## src/hw/crc_engine_pkg.sv

```systemverilog
package crc_engine_pkg;

    // ------------------------------------------------------------------
    // Widths
    // ------------------------------------------------------------------
    localparam int unsigned ADDR_W  = 4;
    localparam int unsigned REG_W   = 8;
    localparam int unsigned WORD_W  = 16;
    localparam int unsigned FIELD_W = 4;

    // ------------------------------------------------------------------
    // Register offsets
    // ------------------------------------------------------------------
    localparam logic [ADDR_W-1:0] OFS_ACC_LOW   = 4'h0;
    localparam logic [ADDR_W-1:0] OFS_ACC_HIGH  = 4'h1;
    localparam logic [ADDR_W-1:0] OFS_TAPS_LOW  = 4'h2;
    localparam logic [ADDR_W-1:0] OFS_TAPS_HIGH = 4'h3;
    localparam logic [ADDR_W-1:0] OFS_WORD_LOW  = 4'h4;
    localparam logic [ADDR_W-1:0] OFS_WORD_HIGH = 4'h5;
    localparam logic [ADDR_W-1:0] OFS_CONTROL_0 = 4'h6;
    localparam logic [ADDR_W-1:0] OFS_CONTROL_1 = 4'h7;
    localparam logic [ADDR_W-1:0] OFS_FLAG      = 4'h8;
    localparam logic [ADDR_W-1:0] OFS_ENABLE    = 4'h9;

    // ------------------------------------------------------------------
    // Field positions
    // ------------------------------------------------------------------
    localparam int unsigned CTL0_GO_BIT    = 7;
    localparam int unsigned CTL0_BUSY_BIT  = 5;
    localparam int unsigned CTL0_AUG_BIT   = 4;
    localparam int unsigned CTL0_ORDER_BIT = 1;
    localparam int unsigned CTL0_FULL_BIT  = 0;
    localparam int unsigned CTL1_DATA_LENGTH_FIELD_LSB  = 0;
    localparam int unsigned CTL1_POLY_LENGTH_FIELD_LSB  = 4;
    localparam int unsigned FLAG_DONE_BIT  = 0;
    localparam int unsigned ENABLE_IRQ_BIT = 0;

    // ------------------------------------------------------------------
    // Reset values
    // ------------------------------------------------------------------
    localparam logic [WORD_W-1:0]  ACC_RST   = 16'h0000;
    localparam logic [WORD_W-1:0]  TAPS_RST  = 16'h0000;
    localparam logic [WORD_W-1:0]  WORD_RST  = 16'h0000;
    localparam logic [FIELD_W-1:0] FIELD_RST = 4'h0;
    localparam logic [REG_W-1:0]   RDATA_RST = 8'h00;
    localparam logic [FIELD_W-1:0] CNT_ONE   = 4'h1;

    // ------------------------------------------------------------------
    // Engine states
    // ------------------------------------------------------------------
    typedef enum logic [1:0] {
        ENG_IDLE  = 2'b01,
        ENG_SHIFT = 2'b10
    } eng_state_t;

endpackage

```

## src/hw/crc_bit_step.sv

```systemverilog
`timescale 1ns/1ps
`default_nettype none

module crc_bit_step
    import crc_engine_pkg::*;
(
    input  wire logic [crc_engine_pkg::WORD_W-1:0]  acc_in,
    input  wire logic                               data_bit,
    input  wire logic [crc_engine_pkg::WORD_W-1:0]  taps,
    input  wire logic [crc_engine_pkg::FIELD_W-1:0] msb_index,
    input  wire logic                               direct,
    output logic      [crc_engine_pkg::WORD_W-1:0]  acc_out
);

    logic [WORD_W-1:0] mask;
    logic [WORD_W-1:0] poly;
    logic [WORD_W-1:0] shifted;
    logic              feedback;

    // Accumulator is n bits wide, n = msb_index + 1
    for (genvar i = 0; i < WORD_W; i++) begin : g_mask
        assign mask[i] = (i <= int'(msb_index));
    end

    // Bottom term always one, whatever the register holds
    assign poly     = {taps[WORD_W-1:1], 1'b1};
    // Direct form equals shifting n zeros after the data
    assign feedback = acc_in[msb_index] ^ (direct & data_bit);
    assign shifted  = {acc_in[WORD_W-2:0], ~direct & data_bit};
    assign acc_out  = (shifted ^ (feedback ? poly : '0)) & mask;

endmodule

`default_nettype wire

```

## src/hw/configurable_crc_engine.sv

```systemverilog
`timescale 1ns/1ps
`default_nettype none

module configurable_crc_engine
    import crc_engine_pkg::*;
#(
    parameter int unsigned MAX_WIDTH = 16
) (
    input  wire logic                               clock,
    input  wire logic                               rst_b,
    input  wire logic [crc_engine_pkg::ADDR_W-1:0]  reg_addr,
    input  wire logic [crc_engine_pkg::REG_W-1:0]   reg_wdata,
    input  wire logic                               reg_write,
    input  wire logic                               reg_read,
    output logic      [crc_engine_pkg::REG_W-1:0]   reg_rdata,
    input  wire logic                               scan_valid,
    input  wire logic [crc_engine_pkg::WORD_W-1:0]  scan_word,
    output logic                                    scan_ready,
    output logic                                    busy,
    output logic                                    full,
    output logic                                    check_done_irq
);

    // ------------------------------------------------------------------
    // Elaboration check
    // ------------------------------------------------------------------
    // Field widths and register pairs are sized for exactly this width
    if (MAX_WIDTH != WORD_W) begin : g_bad_width
        $error("MAX_WIDTH must equal the 16-bit word width");
    end

    // ------------------------------------------------------------------
    // State
    // ------------------------------------------------------------------
    typedef struct packed {
        logic [WORD_W-1:0]  acc;
        logic [WORD_W-1:1]  taps;
        logic [WORD_W-1:0]  word;
        logic [WORD_W-1:0]  shifter;
        logic [FIELD_W-1:0] cnt;
        eng_state_t         eng;
        logic               go;
        logic               order;
        logic               aug;
        logic [FIELD_W-1:0] data_length_field;
        logic [FIELD_W-1:0] poly_length_field;
        logic               done_flag;
        logic               irq_en;
        logic               busy_prev;
        logic [REG_W-1:0]   rdata;
    } state_t;

    localparam state_t STATE_RST = '{
        acc:       ACC_RST,
        taps:      TAPS_RST[WORD_W-1:1],
        word:      WORD_RST,
        shifter:   WORD_RST,
        cnt:       FIELD_RST,
        eng:       ENG_IDLE,
        go:        1'b0,
        order:     1'b0,
        aug:       1'b0,
        data_length_field:      FIELD_RST,
        poly_length_field:      FIELD_RST,
        done_flag: 1'b0,
        irq_en:    1'b0,
        busy_prev: 1'b0,
        rdata:     RDATA_RST
    };

    state_t s_q;
    state_t s_d;

    // ------------------------------------------------------------------
    // Bit step
    // ------------------------------------------------------------------
    logic              data_bit;
    logic [WORD_W-1:0] step_acc;
    logic              busy_now;
    logic              word_low_write;
    logic              scan_take;

    assign busy_now       = (s_q.eng == ENG_SHIFT);
    assign word_low_write = reg_write && (reg_addr == OFS_WORD_LOW);

    // MSB first takes the top used bit, so data_length_field marks the MSB
    assign data_bit = s_q.order ? s_q.shifter[0] : s_q.shifter[s_q.data_length_field];

    crc_bit_step u_step (
        .acc_in    (s_q.acc),
        .data_bit  (data_bit),
        .taps      ({s_q.taps, 1'b0}),
        .msb_index (s_q.poly_length_field),
        .direct    (s_q.aug),
        .acc_out   (step_acc)
    );

    // ------------------------------------------------------------------
    // Scanner handshake
    // ------------------------------------------------------------------
    // A processor write to the low word register has the slot this cycle
    assign scan_ready = s_q.go && !busy_now && !word_low_write;
    assign scan_take  = scan_valid && scan_ready;

    // ------------------------------------------------------------------
    // Next state
    // ------------------------------------------------------------------
    always_comb begin
        s_d       = s_q;
        s_d.rdata = RDATA_RST;

        // Shift one bit per clock while go is set; clearing go pauses
        if (busy_now && s_q.go) begin
            s_d.acc = step_acc;
            if (s_q.order) begin
                s_d.shifter = {1'b0, s_q.shifter[WORD_W-1:1]};
            end else begin
                s_d.shifter = {s_q.shifter[WORD_W-2:0], 1'b0};
            end
            s_d.cnt = s_q.cnt + CNT_ONE;
            // Last used bit reached: the word is done
            if (s_q.cnt == s_q.data_length_field) begin
                s_d.eng = ENG_IDLE;
            end
        end

        // Scanner word goes through the word pair into the shifter
        if (scan_take) begin
            s_d.word    = scan_word;
            s_d.shifter = scan_word;
            s_d.cnt     = FIELD_RST;
            s_d.eng     = ENG_SHIFT;
        end

        // Register writes
        if (reg_write) begin
            case (reg_addr)
                OFS_ACC_LOW: begin
                    s_d.acc[REG_W-1:0] = reg_wdata;
                end
                OFS_ACC_HIGH: begin
                    s_d.acc[WORD_W-1:REG_W] = reg_wdata;
                end
                OFS_TAPS_LOW: begin
                    s_d.taps[REG_W-1:1] = reg_wdata[REG_W-1:1];
                end
                OFS_TAPS_HIGH: begin
                    s_d.taps[WORD_W-1:REG_W] = reg_wdata;
                end
                OFS_WORD_LOW: begin
                    s_d.word[REG_W-1:0] = reg_wdata;
                    // A write while full updates the pair but starts nothing
                    if (!busy_now) begin
                        s_d.shifter = {s_q.word[WORD_W-1:REG_W], reg_wdata};
                        s_d.cnt     = FIELD_RST;
                        s_d.eng     = ENG_SHIFT;
                    end
                end
                OFS_WORD_HIGH: begin
                    s_d.word[WORD_W-1:REG_W] = reg_wdata;
                end
                OFS_CONTROL_0: begin
                    s_d.go    = reg_wdata[CTL0_GO_BIT];
                    s_d.aug   = reg_wdata[CTL0_AUG_BIT];
                    s_d.order = reg_wdata[CTL0_ORDER_BIT];
                end
                OFS_CONTROL_1: begin
                    s_d.data_length_field = reg_wdata[CTL1_DATA_LENGTH_FIELD_LSB +: FIELD_W];
                    s_d.poly_length_field = reg_wdata[CTL1_POLY_LENGTH_FIELD_LSB +: FIELD_W];
                end
                OFS_FLAG: begin
                    s_d.done_flag = reg_wdata[FLAG_DONE_BIT];
                end
                OFS_ENABLE: begin
                    s_d.irq_en = reg_wdata[ENABLE_IRQ_BIT];
                end
                default: begin
                end
            endcase
        end

        // Register reads, answered in the next cycle only
        if (reg_read) begin
            case (reg_addr)
                OFS_ACC_LOW: begin
                    s_d.rdata = s_q.acc[REG_W-1:0];
                end
                OFS_ACC_HIGH: begin
                    s_d.rdata = s_q.acc[WORD_W-1:REG_W];
                end
                OFS_TAPS_LOW: begin
                    s_d.rdata = {s_q.taps[REG_W-1:1], 1'b0};
                end
                OFS_TAPS_HIGH: begin
                    s_d.rdata = s_q.taps[WORD_W-1:REG_W];
                end
                OFS_WORD_LOW: begin
                    s_d.rdata = s_q.word[REG_W-1:0];
                end
                OFS_WORD_HIGH: begin
                    s_d.rdata = s_q.word[WORD_W-1:REG_W];
                end
                OFS_CONTROL_0: begin
                    s_d.rdata[CTL0_GO_BIT]    = s_q.go;
                    s_d.rdata[CTL0_BUSY_BIT]  = busy_now;
                    s_d.rdata[CTL0_AUG_BIT]   = s_q.aug;
                    s_d.rdata[CTL0_ORDER_BIT] = s_q.order;
                    s_d.rdata[CTL0_FULL_BIT]  = busy_now;
                end
                OFS_CONTROL_1: begin
                    s_d.rdata[CTL1_DATA_LENGTH_FIELD_LSB +: FIELD_W] = s_q.data_length_field;
                    s_d.rdata[CTL1_POLY_LENGTH_FIELD_LSB +: FIELD_W] = s_q.poly_length_field;
                end
                OFS_FLAG: begin
                    s_d.rdata[FLAG_DONE_BIT] = s_q.done_flag;
                end
                OFS_ENABLE: begin
                    s_d.rdata[ENABLE_IRQ_BIT] = s_q.irq_en;
                end
                default: begin
                    s_d.rdata = RDATA_RST;
                end
            endcase
        end

        // ------------------------------------------------------------------
        // Completion flag
        // ------------------------------------------------------------------
        // Set after the software write so a coincident clear loses
        s_d.busy_prev = busy_now;
        if (s_q.busy_prev && !busy_now) begin
            s_d.done_flag = 1'b1;
        end
    end

    // ------------------------------------------------------------------
    // Registers
    // ------------------------------------------------------------------
    always_ff @(posedge clock or negedge rst_b) begin
        if (!rst_b) begin
            s_q <= STATE_RST;
        end else begin
            s_q <= s_d;
        end
    end

    // ------------------------------------------------------------------
    // Outputs
    // ------------------------------------------------------------------
    assign reg_rdata      = s_q.rdata;
    assign busy           = busy_now;
    assign full           = busy_now;
    assign check_done_irq = s_q.done_flag && s_q.irq_en;

endmodule

`default_nettype wire

```

## config.mk

```make
export PLATFORM = sky130hd
export DESIGN_NAME = configurable_crc_engine
export DESIGN_NICKNAME = d
export VERILOG_FILES = /design/src/hw/crc_engine_pkg.sv /design/src/hw/crc_bit_step.sv /design/src/hw/configurable_crc_engine.sv
export SDC_FILE = /design/constraint.sdc
export NUM_CORES = 1
export LEC_CHECK = 0
export BUFFER_PORTS_ARGS = -buffer_cell sky130_fd_sc_hd__clkbuf_2
export CAP_MARGIN = 10
export CORE_MARGIN = 2
export CORE_UTILIZATION = 60
export DETAILED_ROUTE_END_ITERATION = 8
export PLACE_DENSITY = 0.8
export SYNTH_ARGS = -nofsm -noshare
export SYNTH_HDL_FRONTEND = slang
export SYNTH_SLANG_ARGS = --single-unit
```

## constraint.sdc

```tcl
create_clock -name clock -period 7.6 [get_ports clock]
set_input_delay 0 -clock clock [delete_from_list [all_inputs] [get_ports clock]]
set_output_delay 0 -clock clock [all_outputs]
set_load 0.01 [all_outputs]
```

-- Word-level counts from Yosys, hierarchy flattened
Index checks and enable logic that the tools add are counted.
- flip-flop bits (word level): 91
- bits of input ports: 33
- output and inout port bits: 12
- word-level logic and storage cells: 100
- add/subtract/negate cells: 1
- magnitude comparators: 17
- equality and inequality tests: 11
- mux-type cells: 31
- bitwise gates (word level): 6
- reduce and logical (&&, ||, !) cells: 18
- operators with widths (kind ; number):
    two-way mux 82 bit ; 1
    two-way mux 16 bit ; 3
    two-way mux 8 bit ; 6
    two-way mux 22 bit ; 2
    two-way mux 38 bit ; 1
    <= comparator 4 bit, first input constant ; 8
    two-way mux 30 bit ; 1
    bitwise AND 16 bit ; 1
    == test 4 x 3 -> 1 bit, second input constant ; 4
    <= comparator 3 x 4 -> 1 bit, first input constant ; 4
    one-hot mux 1 bit (8 select lines) ; 2
    one-hot mux 2 bit (8 select lines) ; 1
    bitwise XOR 16 bit ; 1
    one-hot mux 2 bit (7 select lines) ; 1
    AND reduction 2 bit ; 6
    less-than comparator 4 x 5 -> 1 bit, second input constant ; 2
    one-hot mux 1 bit (9 select lines) ; 1
    binary-select mux 1 bit (select 4 bit) ; 2
    == test 4 x 2 -> 1 bit, second input constant ; 2
    == test 4 bit, second input constant ; 2
    <= comparator 2 x 4 -> 1 bit, first input constant ; 2
    logical AND 1 bit ; 7
    two-way mux 7 bit ; 1
    one-hot mux 1 bit (7 select lines) ; 1
    other kinds (14) ; 22

-- Depth between registers and ports, before layout
- word-level depth: 12
- gate-level depth with buffers: 9
- gate-level depth less buffers: 8

-- Hierarchy
From an unflattened synthesis, not the netlist that was laid out.
- cell total of the unflattened synthesis: 622
- area total of the unflattened synthesis: 5939.4 um^2
- by module, submodules not included (module ; times used ; cells an instance ; area an instance (um^2) ; sequential area each (um^2)):
    configurable_crc_engine ; 1 ; 505 ; 5017.3 ; 2278.4
    crc_bit_step ; 1 ; 117 ; 922.1 ; 0.0

-- Worst setup path before layout
Ideal clock, no wire load.
- path type: register to register
- from: register s_q[17] (netlist name)
- to: register s_q[79] (netlist name)
- setup time: 0.082 ns
- data arrival time: 2.308 ns
- data required time: 7.518 ns
- path slack: 5.211 ns
- cell stages (with the launch flop): 9
- clock period less this slack: 2.389 ns
- path through: dfrtp_1 > buf_6 > mux4_2 > mux2_4 > a221o_1 > xnor2_1 > buf_4 > or3_1 > a31oi_1
- RTL lines (element ; RTL line ; source):
    start, declared ; configurable_crc_engine.sv:71 ; state_t s_q;
    start signal, assigned ; configurable_crc_engine.sv:241 ; s_q <= STATE_RST;
    start signal, assigned ; configurable_crc_engine.sv:243 ; s_q <= s_d;

==> metrics.txt <==
Clock power frac=0.155; met3 wire len=1.89 mm; CTS tree=yes; Pint=1.15 mW; Min-Delay Path Class=in2reg; routed metal-1 wirelength=6.25 mm; NetSw=0.854 mW; drt total wl=16.9 mm; die width=102 um; hold path depth=3; Layout area overhead=8.44%; leak pwr=2.55 nW; core box area=9280 sq um; Switching Fraction=0.426; nets=668; Initial Util=0.623; Seq pwr share=0.441; WL/cell=22.0 um; top post-synthesis cells by area=dfrtp_1, mux2i_1, mux2_2, mux4_2, o21ai_0; Yosys cell types=67; Synth area leader=dfrtp_1; worst reg2reg path depth=7; initial antenna violation count=0; Worst Setup End Kind=flip-flop; fill count=746; area share of the largest cell type after synthesis=0.390; Ys Warns=0; H-tree depth=3; Period minus WS final=2.95 ns; first-pass GRT wire length=26.2 mm; CTS sink cnt=91; max_cap viols=0; IO buf count=44; Placement Rows=35; clk root buf=clkbuf_8; pin count of the biggest net entering global routing=63; DP Wirelength=11.5 mm; clk_lat worst skew=0.37 ns; DRC=0; Slew Viols, Final=0; Final Hold Fails=0; aggregate global routing overflow=0; number of global-route vias before repair=4930; post-cts resize count=0; Synth Area per Inst=9.47 sq um; Synth Area in Simple Gates=0.160; postcts setup bufs=0; Post-Syn Area=5780 sq um; Synth Area in XOR/XNOR=0.0136; Crit path required time=7.88 ns; status=finished, final reports clean; Sum Neg Setup Slack=0 ns; EDFF count, synth=0; combinational share of power=0.404; Synth Instances=610; Rel. slew slack=0.343; crit-path max FO=20; Setup Viol. Count Final=0; DIE AREA=10400 sq um; ANT nets after route=0; Die Span Y=102 um; RSZ-0062 raised after global routing=no; max layer used=met4; Adder-Cell Fraction of Synth Area=0.00216; IO Pins=45; routed length on met2=7.91 mm; gp weighted congestion=0.939; DRT Pass-1 Iters=6; Seq/Total Area, Yosys=0.394; Bufs on Longest Clock Path=2; # diodes=0; Worst setup SP type=flip-flop; mux cell area share after synthesis=0.189; Iteration-0 DRC Markers=749; Worst Skew=0.0151 ns; Via density=6.80; register bit total from synthesis=91; layout cell share with drive strength beyond 1=0.185; Syn Nets=644; clk slew on worst S/H paths=0.10 ns; Setup CP Type=reg2reg; FMAX=338 MHz; # hold bufs at CTS=19; Num CTS Buffers=9; worst vdd ir=0.204 mV; largest family of logic cells by synthesized area=multiplexers; Vias=5222; WP data arrival=3.24 ns; Most used DFF post-synth=dfrtp_1; Compound-Gate Fraction of Synth Area=0.175; Total Power=2.01 mW; period utilization=0.389; Tightest Pin Transition=0.983 ns; Async S/R FF share, synth=1.00; PD cells=320 nW/um^2; GRT Overall Usage=0.337
path summary, 6_finish.rpt:
path,slack [ns],end,startpoint
setup / recovery,4.65,s_q[85]$_DFF_PN0_,s_q[17]$_DFFE_PN0P_
hold / removal,0.02,s_q[57]$_DFF_PN0_,reg_wdata[5]
setup reg to reg,4.65,s_q[85]$_DFF_PN0_,s_q[17]$_DFFE_PN0P_
hold reg to reg,0.50,s_q[10]$_DFFE_PN0P_,s_q[8]$_DFF_PN0_
max in group asynchronous,6.37,s_q[33]$_DFF_PN0_,rst_b
min in group asynchronous,0.08,s_q[72]$_DFFE_PN0P_,rst_b
placed cells by master (no fill, tap or decap), types with 18 or more instances in the layout:
| master | n |
|---|---|
| mux2_2 | 28 |
| inv_1 | 19 |
| nor3_1 | 22 |
| dfrtp_1 | 90 |
| dlygate4sd3_1 | 19 |
| clkbuf_2 | 43 |
| o21ai_1 | 19 |
| o21ai_0 | 44 |
| a22oi_1 | 18 |
| mux2i_1 | 37 |
| a21oi_1 | 39 |
| nand2_1 | 58 |
| nor2_1 | 39 |
sequential cells by signal, summed over array words and instances, names as in the netlist:
signal,flops
reg_rdata,8
s_q,83
worst max-delay path: stages (launching register included):
cell	delay [ns]
dfrtp_1	0.54
mux4_2	0.57
mux2_4	0.30
a221o_1	0.52
xnor2_1	0.21
buf_4	0.21
or3_1	0.32
a31oi_1	0.20
cell families (layout without fill, tap and decap cells):
family	count (synthesis)	in the layout
simple gates	185	185
compound gates	165	165
flops	91	91
mux	84	84
buf+inv	75	104
xor+xnor	9	9
fa+ha+maj	1	1
metal layers:
layer / track usage / up-vias
met4: 0.148 / 0
li1: - / 2287
met3: 0.0725 / 78
met5: 0 / -
met2: 0.523 / 357
met1: 0.460 / 2500
cell type report:
cell class	count	area, sq um	area share
clock buffer	11	141	0.0226
clock inverter	5	38.8	0.00619
sequential	91	2280	0.364
inverter	19	71.3	0.0114
tap	129	161	0.0258
multi-input combinational	444	3110	0.497
timing repair buffer	69	462	0.0737
power groups by stage:
stage | clock, mW | sequential, mW | combinational, mW
6_report | 0.312 | 0.885 | 0.811
4_1_cts | 0.313 | 0.864 | 0.792
3_5_place_dp | 0 | 0.873 | 0.779
3_3_place_gp | 0 | 0.865 | 0.744
5_1_grt | 0.337 | 0.896 | 0.888
2_1_floorplan | 0 | 0.759 | 0.681
synthesized netlist by cell type, drive strengths merged (3+ instances only):
cell type,number
nor2,39
or2,5
a311oi,5
nor3b,7
mux2,30
mux2i,39
or3,10
a221oi,5
mux4,15
nor4,7
buf,27
nor2b,4
inv,19
clkbuf,26
nand3b,7
nand2,58
a22oi,18
o21ai,63
and3b,3
xor2,4
nand4,4
o2bb2ai,3
xnor2,5
a21o,3
nand3,5
and3,3
a21oi,39
a31oi,13
nor3,22
and4,3
nand2b,3
dfrtp,90
a211oi,3
stage by stage:
| stage | std cells | area (sq um) | hold WS [ns] | worst slack [ns] | utilization |
|---|---|---|---|---|---|
| final | 768 | 6270 | 0.0164 | 4.65 | 0.675 |
| after global routing | 768 | 6270 | 0.0200 | 4.46 | 0.675 |
| after CTS | 767 | 6260 | 0.00399 | 4.65 | 0.674 |
| after detailed placement | 732 | 5890 | -0.0433 | 4.68 | 0.634 |
| after global placement | 732 | 5890 | -0.0443 | 4.80 | 0.634 |
| after floorplan | 610 | 5780 | -0.296 | 5.21 | - |
No activity file was read; power rests on OpenSTA's default activity.
